**src/rtl/ext_mem_rd_defs.vh**
```
// constants for the external memory read strobe block
// Notes on behaviour
// - read strobe is low for every external read cycle, high otherwise.
// - while read strobe is low all sixteen data pins are inputs.
// - data bus is captured into the read register as the strobe rises.
// - space selects are qualified by the asserted read strobe; address pins hold the last read address.
// - idle bus: read strobe floats or stays driven per the drive-keep bit.
// - control pull-up disable bit set turns off the read strobe pull-up.
// - clearing a port F pull-up enable bit disables that data pin pull-up.
// - after reset the upper data pins take the data bus role, not GPIO.
`ifndef EXT_MEM_RD_DEFS_VH
`define EXT_MEM_RD_DEFS_VH
`define OFF_BUS_CONTROL 4'h0
`define OFF_PULLUP_DISABLE 4'h4
`define OFF_PORTF_PULLUP 4'h8
`define OFF_STATUS 4'hC
`define BIT_DRIVE_KEEP 0
`define BIT_CTRL_PUD 0
`define BIT_PORTF_SEL 1
`define RST_BUS_CONTROL 32'h00000000
`define RST_PULLUP_DISABLE 32'h00000000
`define RST_PORTF_PULLUP 32'h0000FFFF
`define RESP_OKAY 2'b00
`define RESP_SLVERR 2'b10
`define ST_IDLE 2'h0
`define ST_STROBE 2'h1
`define ST_DONE 2'h2
`define DEFAULT_STROBE_CYCLES 4
`endif

```
**src/rtl/rd_strobe_seq.v**
```verilog
// read strobe sequencer: strobe low for a set number of cycles, capture on rise
`default_nettype none
`include "ext_mem_rd_defs.vh"
module rd_strobe_seq #(
  parameter DW = 16,
  parameter AW = 17,
  parameter STROBE_CYCLES = `DEFAULT_STROBE_CYCLES
) (
  input wire mclk_in,
  input wire resetn_in,
  input wire start_in,
  input wire [AW-1:0] addr_in,
  input wire prog_space_in,
  input wire wr_busy_in,
  input wire [DW-1:0] data_pins_in,
  output reg busy_out,
  output reg done_out,
  output reg rd_n_out,
  output reg [AW-1:0] addr_out,
  output reg ps_n_out,
  output reg ds_n_out,
  output reg [DW-1:0] rdata_out
);
  reg [1:0] st_q;
  reg [7:0] cnt_q;
  always @(posedge mclk_in or negedge resetn_in) begin
    if (!resetn_in) begin
      st_q <= `ST_IDLE;
      cnt_q <= 8'h00;
      busy_out <= 1'b0;
      done_out <= 1'b0;
      rd_n_out <= 1'b1;
      addr_out <= {AW{1'b0}};
      ps_n_out <= 1'b1;
      ds_n_out <= 1'b1;
      rdata_out <= {DW{1'b0}};
    end else begin
      done_out <= 1'b0;
      case (st_q)
        `ST_IDLE: begin
          // wait for the write side to be quiet so both strobes never overlap
          if (start_in && !wr_busy_in) begin
            st_q <= `ST_STROBE;
            busy_out <= 1'b1;
            cnt_q <= STROBE_CYCLES[7:0] - 8'h01;
            rd_n_out <= 1'b0;
            addr_out <= addr_in;
            ps_n_out <= ~prog_space_in;
            ds_n_out <= prog_space_in;
          end
        end
        `ST_STROBE: begin
          if (cnt_q == 8'h00) begin
            // internal strobe rises here; the registered pin copy rises one edge later
            rd_n_out <= 1'b1;
            ps_n_out <= 1'b1;
            ds_n_out <= 1'b1;
            st_q <= `ST_DONE;
          end else begin
            cnt_q <= cnt_q - 8'h01;
          end
        end
        `ST_DONE: begin
          // sampled at the edge where the strobe pin rises, while the memory still drives the bus
          rdata_out <= data_pins_in;
          done_out <= 1'b1;
          busy_out <= 1'b0;
          st_q <= `ST_IDLE;
        end
        default: begin
          st_q <= `ST_IDLE;
          rd_n_out <= 1'b1;
          busy_out <= 1'b0;
        end
      endcase
    end
  end
endmodule // rd_strobe_seq
`default_nettype wire

```
**src/rtl/ext_mem_read_strobe_pins.v**
```verilog
// external memory read strobe pins with AXI4-Lite control registers
`default_nettype none
`include "ext_mem_rd_defs.vh"
module ext_mem_read_strobe_pins #(
  parameter DW = 16,
  parameter AW = 17,
  parameter STROBE_CYCLES = `DEFAULT_STROBE_CYCLES
) (
  input wire mclk_in,
  input wire resetn_in,
  input wire [3:0] s_axi_awaddr_in,
  input wire s_axi_awvalid_in,
  output reg s_axi_awready_out,
  input wire [31:0] s_axi_wdata_in,
  input wire [3:0] s_axi_wstrb_in,
  input wire s_axi_wvalid_in,
  output reg s_axi_wready_out,
  output reg [1:0] s_axi_bresp_out,
  output reg s_axi_bvalid_out,
  input wire s_axi_bready_in,
  input wire [3:0] s_axi_araddr_in,
  input wire s_axi_arvalid_in,
  output reg s_axi_arready_out,
  output reg [31:0] s_axi_rdata_out,
  output reg [1:0] s_axi_rresp_out,
  output reg s_axi_rvalid_out,
  input wire s_axi_rready_in,
  input wire rd_req_in,
  input wire [AW-1:0] rd_addr_in,
  input wire rd_prog_space_in,
  input wire wr_busy_in,
  output reg rd_busy_out,
  output reg rd_done_out,
  output reg [DW-1:0] rd_data_out,
  input wire [DW-1:0] ext_data_pins_in,
  output reg ext_data_pins_oe_out,
  output reg [AW-1:0] ext_address_pins_out,
  output reg program_space_select_n_out,
  output reg data_space_select_n_out,
  output reg rd_n_out,
  output reg rd_n_oe_out,
  output reg rd_pullup_en_out,
  output reg [DW-1:0] data_pullup_en_out,
  output reg port_f_gpio_sel_out
);
  reg [31:0] bus_control_reg_q;
  reg [31:0] system_pullup_disable_reg_q;
  reg [31:0] port_f_pullup_enable_q;
  reg [3:0] awaddr_q;
  reg [31:0] wdata_q;
  reg [3:0] wstrb_q;
  reg aw_have_q;
  reg w_have_q;
  reg [15:0] rd_count_q;
  wire seq_busy;
  wire seq_done;
  wire seq_rd_n;
  wire [AW-1:0] seq_addr;
  wire seq_ps_n;
  wire seq_ds_n;
  wire [DW-1:0] seq_rdata;
  wire seq_start;
  wire drive_keep;
  wire gpio_mode;

  assign drive_keep = bus_control_reg_q[`BIT_DRIVE_KEEP];
  assign gpio_mode = bus_control_reg_q[`BIT_PORTF_SEL];
  // in gpio mode the shared pins are not bus pins, so no read is started
  // a refused start must not show as busy, so the write side gates it here too
  assign seq_start = rd_req_in && !rd_busy_out && !gpio_mode && !wr_busy_in;

  rd_strobe_seq #(
    .DW(DW),
    .AW(AW),
    .STROBE_CYCLES(STROBE_CYCLES)
  ) u_seq (
    .mclk_in(mclk_in),
    .resetn_in(resetn_in),
    .start_in(seq_start),
    .addr_in(rd_addr_in),
    .prog_space_in(rd_prog_space_in),
    .wr_busy_in(wr_busy_in),
    .data_pins_in(ext_data_pins_in),
    .busy_out(seq_busy),
    .done_out(seq_done),
    .rd_n_out(seq_rd_n),
    .addr_out(seq_addr),
    .ps_n_out(seq_ps_n),
    .ds_n_out(seq_ds_n),
    .rdata_out(seq_rdata)
  );

  // pin stage: one register stage keeps every output flop-driven
  always @(posedge mclk_in or negedge resetn_in) begin
    if (!resetn_in) begin
      rd_n_out <= 1'b1;
      rd_n_oe_out <= 1'b0;
      ext_data_pins_oe_out <= 1'b0;
      ext_address_pins_out <= {AW{1'b0}};
      program_space_select_n_out <= 1'b1;
      data_space_select_n_out <= 1'b1;
      rd_busy_out <= 1'b0;
      rd_done_out <= 1'b0;
      rd_data_out <= {DW{1'b0}};
      rd_pullup_en_out <= 1'b1;
      data_pullup_en_out <= {DW{1'b1}};
      port_f_gpio_sel_out <= 1'b0;
      rd_count_q <= 16'h0000;
    end else begin
      rd_n_out <= seq_rd_n;
      // active strobe always driven; idle strobe floats unless drive-keep
      rd_n_oe_out <= !seq_rd_n || drive_keep;
      ext_data_pins_oe_out <= 1'b0;
      ext_address_pins_out <= seq_addr;
      program_space_select_n_out <= seq_ps_n;
      data_space_select_n_out <= seq_ds_n;
      rd_busy_out <= seq_busy || seq_start;
      rd_done_out <= seq_done;
      rd_data_out <= seq_rdata;
      rd_pullup_en_out <= !system_pullup_disable_reg_q[`BIT_CTRL_PUD];
      data_pullup_en_out <= port_f_pullup_enable_q[DW-1:0];
      port_f_gpio_sel_out <= gpio_mode;
      if (seq_done) begin
        rd_count_q <= rd_count_q + 16'h0001;
      end
    end
  end

  function [31:0] merge;
    input [31:0] old;
    input [31:0] nw;
    input [3:0] be;
    integer i;
    begin
      merge = old;
      for (i = 0; i < 4; i = i + 1) begin
        if (be[i]) begin
          merge[i*8 +: 8] = nw[i*8 +: 8];
        end
      end
    end
  endfunction

  // write channel: address and data taken in either order, response after both
  always @(posedge mclk_in or negedge resetn_in) begin
    if (!resetn_in) begin
      s_axi_awready_out <= 1'b0;
      s_axi_wready_out <= 1'b0;
      s_axi_bvalid_out <= 1'b0;
      s_axi_bresp_out <= `RESP_OKAY;
      aw_have_q <= 1'b0;
      w_have_q <= 1'b0;
      awaddr_q <= 4'h0;
      wdata_q <= 32'h00000000;
      wstrb_q <= 4'h0;
      bus_control_reg_q <= `RST_BUS_CONTROL;
      system_pullup_disable_reg_q <= `RST_PULLUP_DISABLE;
      port_f_pullup_enable_q <= `RST_PORTF_PULLUP;
    end else begin
      s_axi_awready_out <= !aw_have_q && !s_axi_awready_out && s_axi_awvalid_in && !s_axi_bvalid_out;
      s_axi_wready_out <= !w_have_q && !s_axi_wready_out && s_axi_wvalid_in && !s_axi_bvalid_out;
      if (s_axi_awvalid_in && s_axi_awready_out) begin
        aw_have_q <= 1'b1;
        awaddr_q <= s_axi_awaddr_in;
      end
      if (s_axi_wvalid_in && s_axi_wready_out) begin
        w_have_q <= 1'b1;
        wdata_q <= s_axi_wdata_in;
        wstrb_q <= s_axi_wstrb_in;
      end
      if (aw_have_q && w_have_q && !s_axi_bvalid_out) begin
        aw_have_q <= 1'b0;
        w_have_q <= 1'b0;
        s_axi_bvalid_out <= 1'b1;
        s_axi_bresp_out <= `RESP_OKAY;
        case (awaddr_q)
          `OFF_BUS_CONTROL: begin
            bus_control_reg_q <= merge(bus_control_reg_q, wdata_q, wstrb_q) & 32'h00000003;
          end
          `OFF_PULLUP_DISABLE: begin
            system_pullup_disable_reg_q <= merge(system_pullup_disable_reg_q, wdata_q, wstrb_q) & 32'h00000001;
          end
          `OFF_PORTF_PULLUP: begin
            port_f_pullup_enable_q <= merge(port_f_pullup_enable_q, wdata_q, wstrb_q) & 32'h0000FFFF;
          end
          `OFF_STATUS: begin
            s_axi_bresp_out <= `RESP_OKAY;
          end
          default: begin
            s_axi_bresp_out <= `RESP_SLVERR;
          end
        endcase
      end else if (s_axi_bvalid_out && s_axi_bready_in) begin
        s_axi_bvalid_out <= 1'b0;
      end
    end
  end

  // read channel: one cycle to accept, data one cycle later
  always @(posedge mclk_in or negedge resetn_in) begin
    if (!resetn_in) begin
      s_axi_arready_out <= 1'b0;
      s_axi_rvalid_out <= 1'b0;
      s_axi_rdata_out <= 32'h00000000;
      s_axi_rresp_out <= `RESP_OKAY;
    end else begin
      s_axi_arready_out <= !s_axi_arready_out && s_axi_arvalid_in && !s_axi_rvalid_out;
      if (s_axi_arvalid_in && s_axi_arready_out) begin
        s_axi_rvalid_out <= 1'b1;
        s_axi_rresp_out <= `RESP_OKAY;
        case (s_axi_araddr_in)
          `OFF_BUS_CONTROL: s_axi_rdata_out <= bus_control_reg_q;
          `OFF_PULLUP_DISABLE: s_axi_rdata_out <= system_pullup_disable_reg_q;
          `OFF_PORTF_PULLUP: s_axi_rdata_out <= port_f_pullup_enable_q;
          `OFF_STATUS: s_axi_rdata_out <= {rd_count_q, 14'h0000, !rd_n_out, rd_busy_out};
          default: begin
            s_axi_rdata_out <= 32'h00000000;
            s_axi_rresp_out <= `RESP_SLVERR;
          end
        endcase
      end else if (s_axi_rvalid_out && s_axi_rready_in) begin
        s_axi_rvalid_out <= 1'b0;
      end
    end
  end
endmodule // ext_mem_read_strobe_pins
`default_nettype wire

```
**config.mk**
```make
export PLATFORM = sky130hd
export DESIGN_NAME = ext_mem_read_strobe_pins
export DESIGN_NICKNAME = d
export VERILOG_FILES = /design/src/rtl/rd_strobe_seq.v /design/src/rtl/ext_mem_read_strobe_pins.v
export VERILOG_INCLUDE_DIRS = /design/src /design/src/rtl
export SDC_FILE = /design/constraint.sdc
export NUM_CORES = 1
export LEC_CHECK = 0
export BUFFER_PORTS_ARGS = -buffer_cell sky130_fd_sc_hd__buf_2
export CAP_MARGIN = 25
export CORE_ASPECT_RATIO = 1.2
export CORE_MARGIN = 2
export CORE_UTILIZATION = 35
export CTS_BUF_LIST = sky130_fd_sc_hd__clkbuf_4 sky130_fd_sc_hd__clkbuf_8 sky130_fd_sc_hd__clkbuf_16
export DETAILED_ROUTE_END_ITERATION = 6
export GPL_ROUTABILITY_DRIVEN = 1
export SLEW_MARGIN = 20
export SYNTH_ARGS = -nofsm -noshare
export SYNTH_HDL_FRONTEND = slang
export SYNTH_SLANG_ARGS = --single-unit
```
**constraint.sdc**
```tcl
create_clock -name mclk_in -period 3.48 [get_ports mclk_in]
set_input_delay 0 -clock mclk_in [delete_from_list [all_inputs] [get_ports mclk_in]]
set_output_delay 0 -clock mclk_in [all_outputs]
set_load 0.03 [all_outputs]
```
==> run summary <==
Maxcap violations - 0
GRT Overall Usage - 14.36%
Final nets - 827
Max_slew headroom - 44.34%
Slowest CP cell - dlygate4sd3_1
PwrDens - 721.6 nW/um^2
Longest Clk Path Bufs - 3
Design area - 9818 um^2
Sequential-to-total area share from yosys stat - 70.76%
Antenna violations before repair - 0
Max IR drop VDD - 0.0003919 V
Synth Cell Area - 7248 um^2
Iter 0 DRT Violations - 167
R2r endpoint - u_seq.cnt_q[0]
Final Hold Fails - 0
Starting Density - 35.79%
# rows - 57
Hpwl dp - 10,310 um
Crit path buffers/inverters - 1
Num CTS Buffers - 22
CP Data Arrival Time - 2550 ps
Biggest cell delay along the critical path - 650 ps
Area post-placement - 8378 um^2
CTS clk-pin slew, worst paths - 60 ps
# IOs - 186
Crit-path cells - nor4b_1 -> dlygate4sd3_1 -> nor2_1 -> nor2_1 -> a2bb2oi_1
H-tree depth - 1
Hold wc startpoint - s_axi_araddr_in[3]
Most common cell on crit path - nor2_1
Ant. Diodes - 0
Max Fanout on Critical Path - 4
Crit. End Element - flip-flop
Flops & latches, synth - 203
Status - completed
Die Span X - 135.4 um
Largest net degree at the start of global routing - 90
WL final - 15,560 um
Area leader, netlist - dfrtp_1
# DRC - 0
Num Clock Sinks - 203
Number of stages on the worst setup path - 5
Cell family with most CP delay - simple AND/OR/NAND/NOR gates
Reg2reg setup slack - 1340 ps
Final period util - 61.50%
Router iterations before antenna repair - 6
Minimum clock period - 2140 ps
Synth unique cells - 52
Fraction of registers with async set or reset after synthesis - 100.0%
Worst Path Required - 3890 ps
Post-synth top area share - 56.62%
Post-route antenna net violation count - 0
GP Congestion - 0.7763
CTS tree - yes
Core Footprint - 20,250 um^2
# setup viols final - 0
Final Skew - 11.19 ps
Hold crit path type - in2reg
Global-route wire length before repair - 25,220 um
WHS Path Cells - 3
Worst skew pair latency - 490 ps
Startpoint types - flip-flop
Filler Cell Count - 1,814
Syn avg cell area - 14.79 um^2
Synthesized instance count - 490
DR vias - 4,792
Main synth FF type - dfrtp_1
Critical path class - reg2reg
CTS root buf - clkbuf_16
Setup TNS - 0 ps
Vias in the first global route - 5,017
Leakage - 0.005027 uW
PortBufs - 164
Synth top cells by count - dfrtp_1 (164), nand2_1 (67), mux2_2 (58)
Cell depth of the worst flop-to-flop path - 5
Routed wire length per instance - 15.31 um
GRT overflow - 0
Area grow syn2layout - 35.46%
Slew Viols, Final - 0
Post-DR vias/cell - 4.717
Unrepaired setup endpoints after global routing - false
Synth area leaders - dfrtp_1 (57%), dfstp_2 (14%), mux2_2 (9.0%)
Die Ht - 161.6 um
Die ar. - 21,880 um^2
Top-count cell post-synth - dfrtp_1
Max Freq - 0.4672 GHz
Post-synth EDFFs - 0
Yosys warning count - 0
Least-Margin Pin Slew - 831.1 ps
Hold Path End - s_axi_rdata_out[0]
Reg2reg start - bus_control_reg_q[1]
Layout cells sized above 1 - 42.34%
[flip-flops by register name, summed over array words and instances, names as in the netlist, 4 cells and up]
| name | flops |
|---|---|
| ext_address_pins_out | 17 |
| port_f_pullup_enable_q | 16 |
| data_pullup_en_out | 16 |
| u_seq.cnt_q | 8 |
| rd_count_q | 16 |
| awaddr_q | 4 |
| rd_data_out | 16 |
| wdata_q | 16 |
| u_seq.rdata_out | 16 |
| s_axi_rdata_out | 32 |
| u_seq.addr_out | 17 |
[worst max-delay path by stage]
stage / end / from
final: u_seq.cnt_q[0] / bus_control_reg_q[1]
after floorplan: bus_control_reg_q[0] / s_axi_bvalid_out
after CTS: u_seq.addr_out[9] / bus_control_reg_q[1]
after global routing: u_seq.cnt_q[1] / bus_control_reg_q[1]
after global placement: u_seq.addr_out[5] / bus_control_reg_q[1]
after detailed placement: u_seq.addr_out[7] / bus_control_reg_q[1]
[per-stage QoR]
| step | worst slack [ps] | power, uW | utilization (%) | hold WS [ps] | std cells |
|---|---|---|---|---|---|
| after floorplan | 1763 | 4268 | - | -295.6 | 492 |
| after global placement | 1380 | 4663 | 41.29 | 89.45 | 907 |
| after detailed placement | 1341 | 4743 | 41.36 | 105.2 | 908 |
| after CTS | 1318 | 7173 | 48.46 | 33.08 | 1016 |
| after global routing | 1148 | 7460 | 48.47 | 36.23 | 1016 |
| final | 1340 | 7085 | 48.47 | 59.72 | 1016 |
[where the power goes]
group          internal (uW)  switching [uW]
Clock                   1410             892
Sequential              3030             364
Combinational            597             794
[cells by family (layout without fill, tap and decap cells)]
| kind of cell | count (synthesis) | after routing | share of synthesized area [%] |
|---|---|---|---|
| AO/OA/AOI/OAI | 61 | 61 | 6.422 |
| XOR/XNOR | 15 | 15 | 1.812 |
| adder cells (fa/ha/maj) | 3 | 3 | 0.5179 |
| buffers and inverters | 24 | 283 | 1.571 |
| flip-flops | 203 | 203 | 70.76 |
| multiplexers | 62 | 62 | 9.736 |
| other | 1 | 3 | 0.05174 |
| AND/OR/NAND/NOR | 121 | 121 | 9.132 |
[layer usage]
layer	wire length (um)	share of wire, %	global-route usage, %	vias to the layer above
li1	-	-	-	2208
met1	6199	40	17.17	2407
met2	8000	51	25.20	141
met3	966	6.2	3.264	36
met4	391	2.5	5.350	0
met5	0	0	0	-
[what timing repair did]
action                                 in CTS  in global routing
hold buffers                               70                  0
buffers inserted                            0                  0
resized for setup                           0                  0
endpoints found under the hold margin     153                  0
[tightest hold or removal path: stages]
cell,delay (ps)
buf_2,160
mux4_2,230
a22o_1,130
[area by class of cell]
type | count | area (um^2) | share of cell area [%]
clock inverter | 3 | 21.27 | 0.2166
clock buffer | 35 | 715.7 | 7.289
sequential | 203 | 5129 | 52.24
timing repair buffer | 237 | 1573 | 16.02
tap | 265 | 331.6 | 3.377
inverter | 8 | 30.03 | 0.3058
multi-input combinational | 265 | 2018 | 20.56
[cell usage in the layout, fill, tap and decap left out, types with 3 or more instances in the layout]
master           n
xnor2_1         10
clkbuf_4         4
xor2_1           5
o21ai_0         12
conb_1           3
nand4_1          6
dlygate4sd3_1   70
nand2_1         67
nand3_1          3
a22o_1          33
dfstp_2         39
nor4b_1          3
nor2_1           8
clkbuf_16       23
dfrtp_1        164
a21oi_1          6
ha_1             3
mux2_2          58
and3_1           6
buf_2          163
clkbuf_8         9
inv_1            8
mux2i_1          3
(Power assumes the default switching activity.)
